[src/core/rrp_pkg.sv]
// Purpose: Shared constants and types for the braking resistor protection block
// Assumes: 200 MHz clock, 32-bit plain register port
// Notes: Register offsets are byte addresses of aligned words

package rrp_pkg;

    // ------------------------------------------------------------
    // Timing
    // ------------------------------------------------------------
    localparam int CLK_PERIOD_NS = 5;
    localparam int TICK_PERIOD_NS = 1000000;
    localparam int TICK_CYCLES = TICK_PERIOD_NS / CLK_PERIOD_NS;
    localparam int SHORT_WIN_MS = 100;
    localparam int LONG_WIN_MS = 5000;

    // ------------------------------------------------------------
    // Register map
    // ------------------------------------------------------------
    localparam int ADDR_W = 5;
    localparam logic [ADDR_W-1:0] ADDR_RES_SEL = 5'h00;
    localparam logic [ADDR_W-1:0] ADDR_TRIP_SEL = 5'h04;
    localparam logic [ADDR_W-1:0] ADDR_CTRL = 5'h08;
    localparam logic [ADDR_W-1:0] ADDR_STATUS = 5'h0c;
    localparam logic [ADDR_W-1:0] ADDR_MASK = 5'h10;
    localparam logic [ADDR_W-1:0] ADDR_INPUTS = 5'h14;
    localparam logic [ADDR_W-1:0] ADDR_SHORT_THR = 5'h18;
    localparam logic [ADDR_W-1:0] ADDR_LONG_THR = 5'h1c;
    localparam int CTRL_ALARM_RESET_BIT = 0;

    localparam logic [1:0] RES_SEL_RST = 2'h0;
    localparam logic [7:0] TRIP_SEL_RST = 8'h00;
    localparam logic [15:0] THR_RST = 16'hffff;
    localparam logic [2:0] MASK_RST = 3'h0;

    // ------------------------------------------------------------
    // Setting codes
    // ------------------------------------------------------------
    localparam logic [1:0] RES_NONE = 2'h0;
    localparam logic [1:0] RES_BUILTIN = 2'h1;
    localparam logic [1:0] RES_EXTERNAL = 2'h2;

    // Trip on input n off: base + (n - 1), input 1..6
    localparam logic [7:0] TRIP_OFF_BASE = 8'h08;
    localparam logic [7:0] TRIP_ON_INPUT6_LOW = 8'h0d;
    localparam int NUM_INPUTS = 6;

    localparam logic [7:0] ALM_CODE_NONE = 8'h00;
    localparam logic [7:0] ALM_CODE_OVERLOAD = 8'h2b;
    localparam logic [7:0] ALM_CODE_OVERHEAT = 8'h36;
    localparam logic [7:0] ALM_CODE_EXT_TRIP = 8'h37;

    typedef struct packed {
        logic ext_trip;
        logic overheat;
        logic overload;
    } rrp_alarm_t;

endpackage : rrp_pkg

[src/core/rrp_sync.sv]
// Purpose: Two-stage synchroniser for asynchronous pin levels
// Assumes: Inputs are slow levels
// Notes: First stage feeds only the second stage

module rrp_sync #(
    parameter int WIDTH = 6
) (
    input wire logic clk_i,
    input wire logic rst_n_i,
    input wire logic [WIDTH-1:0] async_i,
    output logic [WIDTH-1:0] sync_o
);

    logic [WIDTH-1:0] meta_ff;
    logic [WIDTH-1:0] sync_ff;

    always_ff @(posedge clk_i or negedge rst_n_i) begin
        if (!rst_n_i) begin
            meta_ff <= '0;
            sync_ff <= '0;
        end else begin
            meta_ff <= async_i;
            sync_ff <= meta_ff;
        end
    end

    assign sync_o = sync_ff;

endmodule : rrp_sync

[src/core/rrp_window_det.sv]
// Purpose: Counts ticks while absorbed power stays above a threshold
// Assumes: tick_i is a one-cycle enable pulse
// Notes: A single sample at or below threshold restarts the window

module rrp_window_det #(
    parameter int LIMIT = 100
) (
    input wire logic clk_i,
    input wire logic rst_n_i,
    input wire logic tick_i,
    input wire logic en_i,
    input wire logic over_i,
    output logic fire_o
);

    localparam int CW = $clog2(LIMIT + 1);
    localparam logic [CW-1:0] CNT_MAX = CW'(LIMIT);

    logic [CW-1:0] count_ff;

    always_ff @(posedge clk_i or negedge rst_n_i) begin
        if (!rst_n_i) begin
            count_ff <= '0;
        end else if (!en_i || !over_i) begin
            count_ff <= '0;
        end else if (tick_i && count_ff != CNT_MAX) begin
            count_ff <= count_ff + 1'b1;
        end
    end

    assign fire_o = en_i && over_i && (count_ff == CNT_MAX);

endmodule : rrp_window_det

[src/core/rrp_top.sv]
// Purpose: Braking resistor protection alarms: overload, overheat, external trip
// Assumes: Power estimate arrives on clk_i; general inputs are async pins
// Notes: Alarms hold until an alarm reset is written after their cause is gone

// Summary of operation
// - Any of six inputs selectable as trip source
// - Code 0DH trips when input six off
// - Thermostat open raises external trip alarm 55
// - Short-window high absorption raises alarm 43
// - Long over-allowable absorption raises alarm 54
// - Active external trip immediately raises alarm 55
// - Selection code enables alarms 43 and 54
// - Trip monitored only with external resistor assigned
module rrp_top
    import rrp_pkg::*;
#(
    parameter int TICK_CYC = TICK_CYCLES,
    parameter int SHORT_MS = SHORT_WIN_MS,
    parameter int LONG_MS = LONG_WIN_MS
) (
    input wire logic clk_i,
    input wire logic rst_n_i,
    input wire logic [NUM_INPUTS-1:0] general_input_i,
    input wire logic [15:0] regen_power_i,
    input wire logic [ADDR_W-1:0] addr_i,
    input wire logic [31:0] wdata_i,
    input wire logic wr_i,
    input wire logic rd_i,
    output logic [31:0] rdata_o,
    output rrp_alarm_t alarm_o,
    output logic [7:0] alarm_code_o,
    output logic irq_o
);

    localparam int TW = $clog2(TICK_CYC);
    localparam logic [TW-1:0] TICK_LAST = TW'(TICK_CYC - 1);

    // ------------------------------------------------------------
    // Registers and state
    // ------------------------------------------------------------
    logic [1:0] res_sel_ff;
    logic [7:0] trip_sel_ff;
    logic [15:0] short_thr_ff;
    logic [15:0] long_thr_ff;
    logic [2:0] status_ff;
    logic [2:0] mask_ff;
    rrp_alarm_t alarm_ff;
    rrp_alarm_t nxt_alarm;
    logic [7:0] code_ff;
    logic [7:0] nxt_code;
    logic [31:0] rdata_ff;
    logic [TW-1:0] tick_cnt_ff;
    logic tick;
    logic [NUM_INPUTS-1:0] in_sync;
    logic alarm_reset;
    logic en_overload;
    logic en_overheat;
    logic trip_assigned;
    logic [7:0] trip_offset;
    logic [2:0] trip_idx;
    logic trip_active;
    logic short_fire;
    logic long_fire;
    rrp_alarm_t cause;
    rrp_alarm_t raise;

    // ------------------------------------------------------------
    // Input synchroniser and millisecond tick
    // ------------------------------------------------------------
    rrp_sync #(
        .WIDTH(NUM_INPUTS)
    ) u_sync (
        .clk_i(clk_i),
        .rst_n_i(rst_n_i),
        .async_i(general_input_i),
        .sync_o(in_sync)
    );

    always_ff @(posedge clk_i or negedge rst_n_i) begin
        if (!rst_n_i) begin
            tick_cnt_ff <= '0;
        end else if (tick_cnt_ff == TICK_LAST) begin
            tick_cnt_ff <= '0;
        end else begin
            tick_cnt_ff <= tick_cnt_ff + 1'b1;
        end
    end

    assign tick = (tick_cnt_ff == TICK_LAST);

    // ------------------------------------------------------------
    // Alarm enables from resistor selection
    // ------------------------------------------------------------
    assign en_overload = (res_sel_ff == RES_BUILTIN) || (res_sel_ff == RES_EXTERNAL);
    assign en_overheat = (res_sel_ff == RES_BUILTIN);

    // ------------------------------------------------------------
    // External trip source decode
    // ------------------------------------------------------------
    assign trip_offset = trip_sel_ff - TRIP_OFF_BASE;
    assign trip_assigned = (trip_sel_ff >= TRIP_OFF_BASE)
        && (trip_offset < 8'(NUM_INPUTS));
    assign trip_idx = trip_offset[2:0];
    // Off state of the assigned input means contact open
    assign trip_active = trip_assigned && !in_sync[trip_idx];

    // ------------------------------------------------------------
    // Absorption window detectors
    // ------------------------------------------------------------
    rrp_window_det #(
        .LIMIT(SHORT_MS)
    ) u_short_det (
        .clk_i(clk_i),
        .rst_n_i(rst_n_i),
        .tick_i(tick),
        .en_i(en_overload),
        .over_i(regen_power_i > short_thr_ff),
        .fire_o(short_fire)
    );

    rrp_window_det #(
        .LIMIT(LONG_MS)
    ) u_long_det (
        .clk_i(clk_i),
        .rst_n_i(rst_n_i),
        .tick_i(tick),
        .en_i(en_overheat),
        .over_i(regen_power_i > long_thr_ff),
        .fire_o(long_fire)
    );

    // ------------------------------------------------------------
    // Alarm latch
    // ------------------------------------------------------------
    always_comb begin
        cause.overload = short_fire;
        cause.overheat = long_fire;
        cause.ext_trip = trip_active && (res_sel_ff == RES_EXTERNAL);
        raise = cause & ~alarm_ff;
        // Reset clears only alarms whose cause has gone; a cause keeps it set
        nxt_alarm = (alarm_ff & ~({3{alarm_reset}} & ~cause)) | cause;
        if (nxt_alarm.ext_trip) begin
            nxt_code = ALM_CODE_EXT_TRIP;
        end else if (nxt_alarm.overload) begin
            nxt_code = ALM_CODE_OVERLOAD;
        end else if (nxt_alarm.overheat) begin
            nxt_code = ALM_CODE_OVERHEAT;
        end else begin
            nxt_code = ALM_CODE_NONE;
        end
    end

    always_ff @(posedge clk_i or negedge rst_n_i) begin
        if (!rst_n_i) begin
            alarm_ff <= '0;
            code_ff <= ALM_CODE_NONE;
        end else begin
            alarm_ff <= nxt_alarm;
            code_ff <= nxt_code;
        end
    end

    assign alarm_o = alarm_ff;
    assign alarm_code_o = code_ff;

    // ------------------------------------------------------------
    // Register writes
    // ------------------------------------------------------------
    assign alarm_reset = wr_i && (addr_i == ADDR_CTRL) && wdata_i[CTRL_ALARM_RESET_BIT];

    always_ff @(posedge clk_i or negedge rst_n_i) begin
        if (!rst_n_i) begin
            res_sel_ff <= RES_SEL_RST;
            trip_sel_ff <= TRIP_SEL_RST;
            short_thr_ff <= THR_RST;
            long_thr_ff <= THR_RST;
            mask_ff <= MASK_RST;
        end else if (wr_i) begin
            case (addr_i)
                ADDR_RES_SEL: res_sel_ff <= wdata_i[1:0];
                ADDR_TRIP_SEL: trip_sel_ff <= wdata_i[7:0];
                ADDR_SHORT_THR: short_thr_ff <= wdata_i[15:0];
                ADDR_LONG_THR: long_thr_ff <= wdata_i[15:0];
                ADDR_MASK: mask_ff <= wdata_i[2:0];
                default: ;
            endcase
        end
    end

    // Sticky events; a new event wins over a same-cycle clear
    always_ff @(posedge clk_i or negedge rst_n_i) begin
        if (!rst_n_i) begin
            status_ff <= '0;
        end else if (wr_i && addr_i == ADDR_STATUS) begin
            status_ff <= (status_ff & ~wdata_i[2:0]) | raise;
        end else begin
            status_ff <= status_ff | raise;
        end
    end

    assign irq_o = |(status_ff & mask_ff);

    // ------------------------------------------------------------
    // Register reads
    // ------------------------------------------------------------
    always_ff @(posedge clk_i or negedge rst_n_i) begin
        if (!rst_n_i) begin
            rdata_ff <= '0;
        end else if (rd_i) begin
            case (addr_i)
                ADDR_RES_SEL: rdata_ff <= {30'h0, res_sel_ff};
                ADDR_TRIP_SEL: rdata_ff <= {24'h0, trip_sel_ff};
                ADDR_CTRL: rdata_ff <= {29'h0, alarm_ff};
                ADDR_STATUS: rdata_ff <= {29'h0, status_ff};
                ADDR_MASK: rdata_ff <= {29'h0, mask_ff};
                ADDR_INPUTS: rdata_ff <= {26'h0, in_sync};
                ADDR_SHORT_THR: rdata_ff <= {16'h0, short_thr_ff};
                ADDR_LONG_THR: rdata_ff <= {16'h0, long_thr_ff};
                default: rdata_ff <= '0;
            endcase
        end else begin
            rdata_ff <= '0;
        end
    end

    assign rdata_o = rdata_ff;
endmodule : rrp_top

[config.mk]
export PLATFORM = sky130hd
export DESIGN_NAME = rrp_top
export DESIGN_NICKNAME = d
export VERILOG_FILES = /design/src/core/rrp_pkg.sv /design/src/core/rrp_sync.sv /design/src/core/rrp_window_det.sv /design/src/core/rrp_top.sv
export SDC_FILE = /design/constraint.sdc
export NUM_CORES = 1
export LEC_CHECK = 0
export ABC_AREA = 1
export BUFFER_PORTS_ARGS = -buffer_cell sky130_fd_sc_hd__buf_2
export CAP_MARGIN = 10
export CORE_MARGIN = 10
export CORE_UTILIZATION = 55
export CTS_CLUSTER_DIAMETER = 120
export DETAILED_ROUTE_END_ITERATION = 8
export PLACE_DENSITY = 0.76
export SLEW_MARGIN = 30
export SYNTH_ARGS = -nofsm -noshare
export SYNTH_HDL_FRONTEND = slang
export SYNTH_HIERARCHICAL = 1
export SYNTH_SLANG_ARGS = --single-unit
[constraint.sdc]
create_clock -name clk_i -period 4.6 [get_ports clk_i]
set_input_delay 0.46 -clock clk_i [delete_from_list [all_inputs] [get_ports clk_i]]
set_output_delay 0.46 -clock clk_i [all_outputs]
set_load 0.05 [all_outputs]
==> results of run 1 <==
## cell usage in the layout, fill, tap and decap left out, drive strengths merged
cell type | synthesis | final
clkbuf | 2 | 17
clkinvlp | 0 | 4
xnor2 | 6 | 6
nand3 | 44 | 44
conb | 1 | 18
bufinv | 0 | 2
o21ai | 59 | 59
nand2 | 257 | 257
dfstp | 32 | 32
nor3 | 6 | 6
nand4 | 23 | 23
inv | 114 | 119
o21bai | 1 | 1
nor2 | 92 | 92
o22ai | 3 | 3
buf | 35 | 74
clkinv | 2 | 6
xor2 | 15 | 15
nand3b | 2 | 2
a21oi | 27 | 27
dfrtp | 89 | 89
o211ai | 2 | 2
ha | 40 | 40
a21o | 2 | 2
nor3b | 1 | 1
## metal layers
layer / vias to the layer above / routed length, um / GRT usage, %
met4: 0 / 240 / 6.67
met3: 20 / 687 / 4.27
met5: - / 0 / 0
li1: 2816 / - / -
met2: 111 / 7160 / 29.0
met1: 2576 / 6830 / 22.4
## cell usage after synthesis, drive strengths merged, types with 2 or more instances
cell,number
clkinv,2
xor2,15
nor2,92
inv,114
a21oi,27
nand2,257
o21ai,59
dfrtp,89
o22ai,3
xnor2,6
o211ai,2
nor3,6
nand3b,2
dfstp,32
nand3,44
ha,40
nand4,23
clkbuf,2
a21o,2
buf,35
## kinds of logic after synthesis
| family | share of synthesized area, % |
|---|---|
| flip-flops | 44.5 |
| other | 0.0544 |
| AND/OR/NAND/NOR | 26.6 |
| buffers and inverters | 10.4 |
| adder cells (fa/ha/maj) | 7.26 |
| XOR/XNOR | 2.67 |
| AO/OA/AOI/OAI | 8.41 |
## path summary, 6_finish.rpt
check,depth (start not counted),from,end,slack (ns)
min in group clk_i,1,general_input_i[5],u_sync/meta_ff[5],0.14
max reg2reg,14,long_thr_ff[13],u_long_det/count_ff[5],1.92
max,14,long_thr_ff[13],u_long_det/count_ff[5],1.92
max in group asynchronous,2,rst_n_i,short_thr_ff[8],3.58
min reg2reg,0,u_sync/meta_ff[2],u_sync/sync_o[2],0.35
min,1,rst_n_i,tick_cnt_ff[10],0.05
## layout make-up
type,instances,area (um2),area share [%]
multi-input combinational,598,3170,40.3
sequential,121,3070,39.0
inverter,116,439,5.59
clock buffer,17,425,5.41
timing repair buffer,74,378,4.81
tap,168,210,2.67
clock inverter,15,169,2.15
## state kept, by name, summed over array words and instances (netlist names), 6 cells and up
register / count
long_thr_ff: 16
rdata_o: 16
short_thr_ff: 16
tick_cnt_ff: 18
trip_sel_ff: 8
u_long_det/count_ff: 13
u_short_det/count_ff: 7
u_sync/meta_ff: 6
u_sync/sync_o: 6
## power by group through the flow
stage	Clock, mW	Sequential, mW	Combinational [mW]
floorplan	0	1.30	0.379
global placement	0	1.28	0.515
detailed placement	0	1.28	0.527
CTS	1.34	1.27	0.534
global route	1.39	1.28	0.610
finish	1.33	1.27	0.531
## per-stage QoR
step,hold WS (ns),util (%),std cells
2_1_floorplan,0.164,-,872
3_3_place_gp,0.331,59.7,1077
3_5_place_dp,0.337,59.7,1077
4_1_cts,0.0797,64.6,1109
5_1_grt,0.0968,64.6,1109
6_report,0.0515,64.6,1109
## critical path, stage by stage (launching register included)
cell      delay [ns]
dfstp_2         0.54
inv_1           0.05
ha_1            0.30
nand2_1         0.07
nor2_1          0.13
nand2_1         0.11
inv_1           0.07
nand2_1         0.05
a21oi_1         0.19
nand2_1         0.27
inv_1           0.35
nand2_4         0.18
clkinv_2        0.17
nand2_1         0.07
nand2_1         0.06
==> results.ini, run 1 <==
[setup_path]
startpoint_type = register
cp_max_fo = 15
cp-end-kind = register
path_class = reg -> reg
cp_data_required_time_ns = 4.96
arrival_ns = 3.05

[pwr]
p_seq_share_pct = 40.5
p_total_mw = 3.13
p_per_area_mw_per_mm2 = 398
pwr-share-clk_pct = 42.5
pwr-share-comb_pct = 17.0
netSwitchingPower_mw = 0.955
ir_drop_uv = 179
p_int_mw = 2.17
p_leak_nw = 3.98
swShare_pct = 30.5

[final_layout]
antennaDiodeCount = 0
fillers = 1058
final_area_mm2 = 0.00786
drive_above_1_share_pct = 20.3
num-nets-final = 1031
area_delta_synth_final_pct = 14.1

[cts]
postCtsSetupBuffers = 0
cts_max_level = 4
clk_path_buf_depth = 2
worstSkewPairLatency_ns = 0.42
hold_buffers = 0
clock-sinks = 121
cts_tree = yes
cts_buffers = 17
post_cts_resized = 0
cts_root_buffer = clkbuf_16
clkTransAtPathRegs_ns = 0.06

[floorplanning]
die_y_um = 132
ioPinCount = 107
core_area_mm2 = 0.0122
num_rows = 40
start_util_pct = 56.6
die_area_mm2 = 0.0174
die_x_um = 132

[place]
port_buffers = 72
place.gp.congestion = 0.907
hpwl_um = 10900
place_area_mm2 = 0.00726
place_ws_ns = 1.93

[timing]
setup_ws_ns = 1.92
rsz0062_at_grt = false
min_period_over_period_pct = 58.4
max_freq_mhz = 373
fin_crit_ns = 2.68
final-setup-viol-count = 0
fin_tns_setup_ns = 0
fin_skew_ns = 0.00630
worst_pin_slew_ns = 0.781
drv_slew = 0
maxSlewHeadroom_pct = 47.8
finalHoldViolCount = 0

[detailed_routing]
drc = 0
wire_per_inst_um = 13.4
viasPerCell = 4.98
ant_nets = 0
postRouteWirelength_um = 14900
drt_first_pass_iters = 5
drt_first_iter_violations = 377
num_vias = 5523

[grt]
grt-ovfl-total = 0
grt_util_all_layers_pct = 17.8
grt_pass1_vias = 5445
grt_start_max_net_pins = 51
grt_antenna_before_repair = 0
grt_pass1_wl_um = 25700

[logic_synthesis]
synthCells = 855
ys_seq_area_share_pct = 44.5
synth_area_leaders = dfrtp_1 32%, nand2_1 14%, dfstp_2 12%
synth_seq_cells = 121
syn_area_per_cell_um2 = 8.06
synth_edf_count = 0
ys_warn_count = 6
syn_area_mm2 = 0.00689
synth_ff_type = dfrtp_1
synth.largest_area_cell = dfrtp_1
synthArstFlopShare_pct = 100
yosys.area.top_type_share_pct = 32.3
synth.distinct_cells = 37

[worst_hold_path]
worstHoldPathType = in -> async

[job]
maxCapViolCount = 0

[status]
status = completed

(Power assumes the default switching activity.)
==> run 2: changes to the inputs <==
CORE_UTILIZATION = 52   (was 55)
PLACE_DENSITY = 0.75   (was 0.76)
clock period = 2.17 ns   (was 4.6 ns; I/O delays follow)
==> run 2 against run 1 <==
Compared with the run above:
- wire length is 9.1% higher
- sequential power is 110% higher
- via count is 4.4% higher
- die area is 4.9% higher
- setup slack worse by 1.9 ns
- register-to-register slack got worse by 1.9 ns
- cell area is 10% higher
- count of clock-buffer cells in the layout increased by 7
- sequential share of layout area fell by 3.6 points
- non-clock buffer count increased by 39
- first-iteration DRC count down 15%
- clock power up 130%
==> results.ini, run 2 (synthesis gave the netlist of run 1 again) <==
[place]
place_ws_ns = -0.155  ; -2.08 ns
place.gp.congestion = 0.832  ; -8.4%
port_buffers = 72  ; unchanged
hpwl_um = 10900  ; about the same
dpl.cell_count = 1105  ; +2.6%

[final_layout]
drive_above_1_share_pct = 29.5  ; +9.2 points
area_delta_synth_final_pct = 25.6
layout_common_cells = 234 x nand2_1, 90 x inv_1, 89 x dfrtp_1
regMostFlops = tick_cnt_ff
num-nets-final = 1070  ; +3.8%
layoutNonFillerInstCount = 1153  ; +4.0%
post-route-util_pct = 67.8  ; +3.1 points
final_common_cell = nand2_1
largest_register_ffs = 18  ; unchanged

[detailed_routing]
wl_met1_um = 6770  ; -0.88%
drc = 0  ; unchanged
wire_per_inst_um = 14.1  ; +4.9%
num_vias = 5766  ; +4.4%
viasPerCell = 5.00  ; +0.42%
top_layer = met4
drt_first_pass_iters = 4  ; -1
dr_wl_met3_um = 888  ; +29%
wl_met2_um = 8420  ; +18%
ant_nets = 0  ; unchanged
postRouteWirelength_um = 16300  ; +9.1%
drt_first_iter_violations = 319  ; -15%

[setup_path]
cp_max_fo = 7  ; -8
cp_num_buf_inv = 4  ; unchanged
max_stage_delay_ns = 0.52  ; -0.02 ns
path_class = reg -> reg
arrival_ns = 2.47  ; -0.58 ns
startpoint_type = register
crit_slowest_cell = dfstp_2
cp-end-kind = register
cp_data_required_time_ns = 2.47  ; -2.49 ns
path_cells = inv_1, ha_4, nand2_2, nor2_4, buf_4, nand4_1, nor2_1, a21oi_2, nand2_2, buf_4, clkinvlp_4, nand4_1, nand2_1
crit_family = simple AND/OR/NAND/NOR gates

[timing]
fin_skew_ns = 0.00763  ; +0.00133 ns
fin_tns_setup_ns = 0  ; unchanged
drv_slew = 0  ; unchanged
min_period_over_period_pct = 99.9  ; +42 points
setup_ws_ns = 0.00287  ; -1.91 ns
finalHoldViolCount = 0  ; unchanged
rsz0062_at_grt = true
maxSlewHeadroom_pct = 56.1  ; +8.3 points
fin_crit_ns = 2.17  ; -0.517 ns
worst_pin_slew_ns = 0.659  ; -0.122 ns
final-setup-viol-count = 0  ; unchanged
max_freq_mhz = 461  ; +24%

[cts]
worstSkewPairLatency_ns = 0.41  ; about the same
clkTransAtPathRegs_ns = 0.06  ; about the same
clock-sinks = 121  ; unchanged
cts_root_buffer = clkbuf_16
cts_max_level = 4  ; unchanged
cts_tree = yes
cts_buffers = 17  ; unchanged
clk_path_buf_depth = 2  ; unchanged

[grt]
grt_antenna_before_repair = 1  ; +1
grt-ovfl-total = 0  ; unchanged
grt_start_max_net_pins = 122  ; +140%
grt_pass1_wl_um = 25400  ; -1.3%
grt_util_all_layers_pct = 17.0  ; -0.82 points
grt_pass1_vias = 5374  ; -1.3%

[pwr]
p_leak_nw = 4.23  ; +6.4%
p_per_area_mw_per_mm2 = 850  ; +110%
ir_drop_uv = 534  ; +200%
p_total_mw = 7.35  ; +140%

[floorplanning]
start_util_pct = 53.9  ; -2.7 points
ioPinCount = 107  ; unchanged
die_area_mm2 = 0.0183  ; +4.9%
die_x_um = 135  ; +2.4%
core_area_mm2 = 0.0128  ; +5.0%
num_rows = 41  ; +2.5%
die_y_um = 135  ; +2.4%

[worst_hold_path]
worstHoldPathType = in -> reg

[status]
status = completed

[job]
maxCapViolCount = 0  ; unchanged

[run 2: cell types whose count changed in the layout (fill, tap and decap cells not counted), sizes merged, moves of 3 or more]
cell,previous run,this run
buf,74,106
bufinv,2,5
dlygate4sd3,0,7
clkbuf,17,24
clkinvlp,4,1
inv,119,113
[run 2: power breakdown]
part / switching, mW / internal [mW]
combinational: 0.946 / 0.613
sequential: 0.147 / 2.54
clock: 0.956 / 2.15
total: 2.05 / 5.30
[run 2: repair_timing]
action | 4_1_cts | 5_1_grt
setup buffers | 0 | 8
gates resized for setup | 8 | 69
hold endpoints to repair | 95 | 0
pin swaps | 2 | 31
setup endpoints to repair | 16 | 24
hold buffers | 7 | 0
[run 2: final timing paths]
check	startpoint	depth (start not counted)	endpoint	slack [ns]
max	short_thr_ff[7]	13	u_short_det/count_ff[6]	0.003
min	rd_i	3	rdata_o[7]	0.03
max reg2reg	short_thr_ff[7]	13	u_short_det/count_ff[6]	0.003
min reg2reg	u_sync/meta_ff[1]	0	u_sync/sync_o[1]	0.35
max in group asynchronous	rst_n_i	3	rdata_o[3]	1.24
min in group asynchronous	rst_n_i	3	rdata_o[9]	0.41
[run 2: worst reg2reg max path, delay by kind of cell, from the launching register on]
| kind | cells | cell delay, ns |
|---|---|---|
| and+or+nand+nor | 7 | 0.69 |
| DFF | 1 | 0.52 |
| buffers and inverters | 4 | 0.50 |
| adders and majority gates | 1 | 0.28 |
| AOI/OAI and AO/OA | 1 | 0.06 |
[run 2: metrics by stage]
step | area (um2) | hold WS [ns]
after floorplan | 6950 | -0.0786
after global placement | 7480 | 0.325
after detailed placement | 7480 | 0.326
after CTS | 8230 | 0.0119
after global routing | 8650 | 0.0239
final | 8650 | 0.0274
[run 2: cell type report]
type                            instances  area [um2]
Antenna cell                            1        2.50
Clock inverter                          8         165
Multi-Input combinational cell        598        3540
Sequential cell                       121        3070
Timing Repair Buffer                  113         726
Tap cell                              172         215
Clock buffer                           24         492
Inverter                              116         447
Fill cell                             994        4120
[run 2: layer usage]
| metal | GRT usage, % | vias up |
|---|---|---|
| met5 | 0 | - |
| met4 | 5.14 | 0 |
| met3 | 4.86 | 16 |
| met2 | 28.2 | 122 |
| met1 | 21.0 | 2739 |
| li1 | - | 2889 |
==> run 3: changes to the inputs <==
BUFFER_PORTS_ARGS = not set   (was -buffer_cell sky130_fd_sc_hd__buf_2)
CAP_MARGIN = not set   (was 10)
CORE_UTILIZATION = 55   (was 52)
DONT_BUFFER_PORTS = 1   (was not set)
PLACE_DENSITY = 0.71   (was 0.75)
==> run 3 against run 2 <==
Compared with the run above:
- the flow now finishes with violations (negative hold slack, negative setup slack)
- count of clock-buffer cells in the layout is 1 higher
- wire length increased by 7.9%
- power increased by 0.52%
- first-iteration DRC count increased by 14%
- critical path depth rose by 2
- hold slack got worse by 0.54 ns
- utilization grew 2.4 points
- setup slack lost 0.037 ns
- die area is 4.7% lower
- global-route usage rose by 2.2 points
- clock skew is 0.00095 ns higher
- critical path type unchanged
==> results.ini, run 3 (synthesis gave the netlist of run 1 again) <==
[final_layout]
area_delta_synth_final_pct = 23.8
drive_above_1_share_pct = 25.2  ; -4.2 points
regMostFlops = tick_cnt_ff
layout_common_cells = 229 x nand2_1, 89 x inv_1, 89 x dfrtp_1
final_common_cell = nand2_1
num-nets-final = 1025  ; -4.2%
layoutNonFillerInstCount = 1104  ; -4.2%
largest_register_ffs = 18  ; unchanged
post-route-util_pct = 70.1  ; +2.4 points

[setup_path]
cp_max_fo = 3  ; -4
ff2ff_path_depth = 15  ; +2
arrival_ns = 2.51  ; +0.04 ns
crit_family = simple AND/OR/NAND/NOR gates
r2r_end = alarm_code_o[4]
crit_cells = 15  ; +2
rr_startpoint = short_thr_ff[12]
crit_top_cell = nand2_2
crit_start = short_thr_ff[12]
startpoint_type = register
worstSetupEndpoint = alarm_code_o[4]
r2r_setup_slack_ns = -0.03  ; -0.04 ns
cp_data_required_time_ns = 2.48  ; about the same
path_cells = inv_1, ha_1, nand2_1, nor2_4, nand2_2, inv_2, nand2_2, a21oi_2, nand2_2, nor3_4, inv_2, nand2_4, inv_4, nand2_2, nand2_2
cp-end-kind = register
cp_num_buf_inv = 4  ; unchanged
max_stage_delay_ns = 0.54  ; +0.02 ns
path_class = reg -> reg
crit_slowest_cell = dfstp_2

[grt]
grt_pass1_wl_um = 27600  ; +8.7%
grt_start_max_net_pins = 122  ; unchanged
grt_util_all_layers_pct = 19.2  ; +2.2 points
grt-ovfl-total = 0  ; unchanged
grt_pass1_vias = 5767  ; +7.3%
grt_antenna_before_repair = 1  ; unchanged

[floorplanning]
die_x_um = 132  ; -2.4%
die_y_um = 132  ; -2.4%
num_rows = 40  ; -2.4%
die_area_mm2 = 0.0174  ; -4.7%
core_area_mm2 = 0.0122  ; -4.8%
ioPinCount = 107  ; unchanged
start_util_pct = 56.6  ; +2.7 points

[detailed_routing]
postRouteWirelength_um = 17600  ; +7.9%
viasPerCell = 5.28  ; +5.5%
drc = 0  ; unchanged
drt_first_pass_iters = 5  ; +1
num_vias = 5826  ; +1.0%
ant_nets = 0  ; unchanged
drt_first_iter_violations = 363  ; +14%
wire_per_inst_um = 15.9  ; +13%

[timing]
drv_slew = 0  ; unchanged
min_period_over_period_pct = 102  ; +1.7 points
worst_pin_slew_ns = 0.576  ; -0.0827 ns
finalHoldViolCount = 121  ; +121
setup_ws_ns = -0.0338  ; -0.0366 ns
fin_skew_ns = 0.00858  ; +0.000952 ns
final-setup-viol-count = 4  ; +4
rsz0062_at_grt = true
fin_hold_ws_ns = -0.510  ; -0.537 ns
max_freq_mhz = 454  ; -1.7%
maxSlewHeadroom_pct = 61.6  ; +5.5 points
fin_crit_ns = 2.20  ; +0.0366 ns
fin_tns_setup_ns = -0.0615  ; -0.0615 ns

[cts]
hold_buffers = 20  ; +13
cts_buffers = 17  ; unchanged
cts_max_level = 4  ; unchanged
cts_tree = yes
worstSkewPairLatency_ns = 0.42  ; about the same
clkTransAtPathRegs_ns = 0.05  ; about the same
clk_path_buf_depth = 2  ; unchanged
cts_root_buffer = clkbuf_16
clock-sinks = 121  ; unchanged

[pwr]
p_seq_share_pct = 37.0  ; +0.5 points
p_total_mw = 7.39  ; +0.52%
p_per_area_mw_per_mm2 = 867  ; +2.0%
netSwitchingPower_mw = 2.03  ; -0.76%
pwr-share-clk_pct = 42.8  ; +0.5 points
p_int_mw = 5.36  ; +1.0%
pwr-share-comb_pct = 20.3  ; -0.9 points
ir_drop_uv = 540  ; +1.2%
swShare_pct = 27.5  ; -0.36 points
p_leak_nw = 4.06  ; -4.2%

[status]
violations = negative hold slack, negative setup slack
status = complete, but fails checks

[worst_hold_path]
worstHoldPathType = in -> async

[place]
dpl.cell_count = 1045  ; -5.4%
hpwl_um = 11300  ; +4.3%
place.gp.congestion = 0.839  ; +0.88%
port_buffers = 0  ; -100%

[job]
maxCapViolCount = 0  ; unchanged

## run 3: what timing repair did
| action | 4_1_cts | 5_1_grt |
|---|---|---|
| gates resized for setup | 22 | 71 |
| pin swaps | 11 | 30 |
| buffers inserted | 0 | 5 |
| endpoints found under the hold margin | 158 | 121 |
| setup endpoints to repair | 21 | 27 |
| cloned | 1 | 0 |
## run 3: layout make-up
class | count | area, um2
diodes | 1 | 2.50
clock buffers | 25 | 505
clock inverters | 7 | 160
fillers | 890 | 3630
inverters | 116 | 449
multi-input cells | 599 | 3570
flip-flops and latches | 121 | 3070
well taps | 168 | 210
repair buffers | 67 | 564
## run 3: per-layer routing
metal | share of wire [%] | vias up | global-route usage (%)
met5 | 0 | - | 0
met4 | 2.1 | 0 | 5.69
met3 | 7.0 | 33 | 6.59
met2 | 51 | 200 | 32.7
met1 | 40 | 2784 | 22.2
li1 | - | 2809 | -
## run 3: how the worst min path moves through the flow
stage	startpoint	to	slack, ns	cells past startpoint
global route	rst_n_i	rdata_o[10]	-0.53	0
CTS	rst_n_i	trip_sel_ff[5]	-0.52	0
finish	rst_n_i	rdata_o[7]	-0.51	0
floorplan	rst_n_i	alarm_code_o[0]	-0.08	0
detailed placement	rst_n_i	rdata_o[13]	-0.07	0
global placement	rst_n_i	rdata_o[13]	-0.07	0
## run 3: worst register-to-register path: stages, from the launching register on
cell and delay, ns:
dfstp_2 0.54, inv_1 0.06, ha_1 0.31, nand2_1 0.10
nor2_4 0.12, nand2_2 0.08, inv_2 0.06, nand2_2 0.05
a21oi_2 0.15, nand2_2 0.10, nor3_4 0.23, inv_2 0.08
nand2_4 0.08, inv_4 0.04, nand2_2 0.05, nand2_2 0.04
## run 3: metrics by stage
stage / instance area, um2 / setup slack (ns) / hold WS [ns]
CTS: 8170 / 0.000284 / -0.523
detailed placement: 7200 / -0.228 / -0.0746
global placement: 7200 / -0.125 / -0.0747
floorplan: 6950 / 0.0915 / -0.0786
global route: 8530 / -0.148 / -0.530
finish: 8530 / -0.0338 / -0.510
## run 3: power by group through the flow
stage               Sequential [mW]  Combinational (mW)  Clock [mW]
finish                         2.73                1.50        3.16
floorplan                      2.75               0.803           0
detailed placement             2.75                1.15           0
global route                   2.76                1.65        3.31
CTS                            2.72                1.24        3.20
global placement               2.75                1.11           0
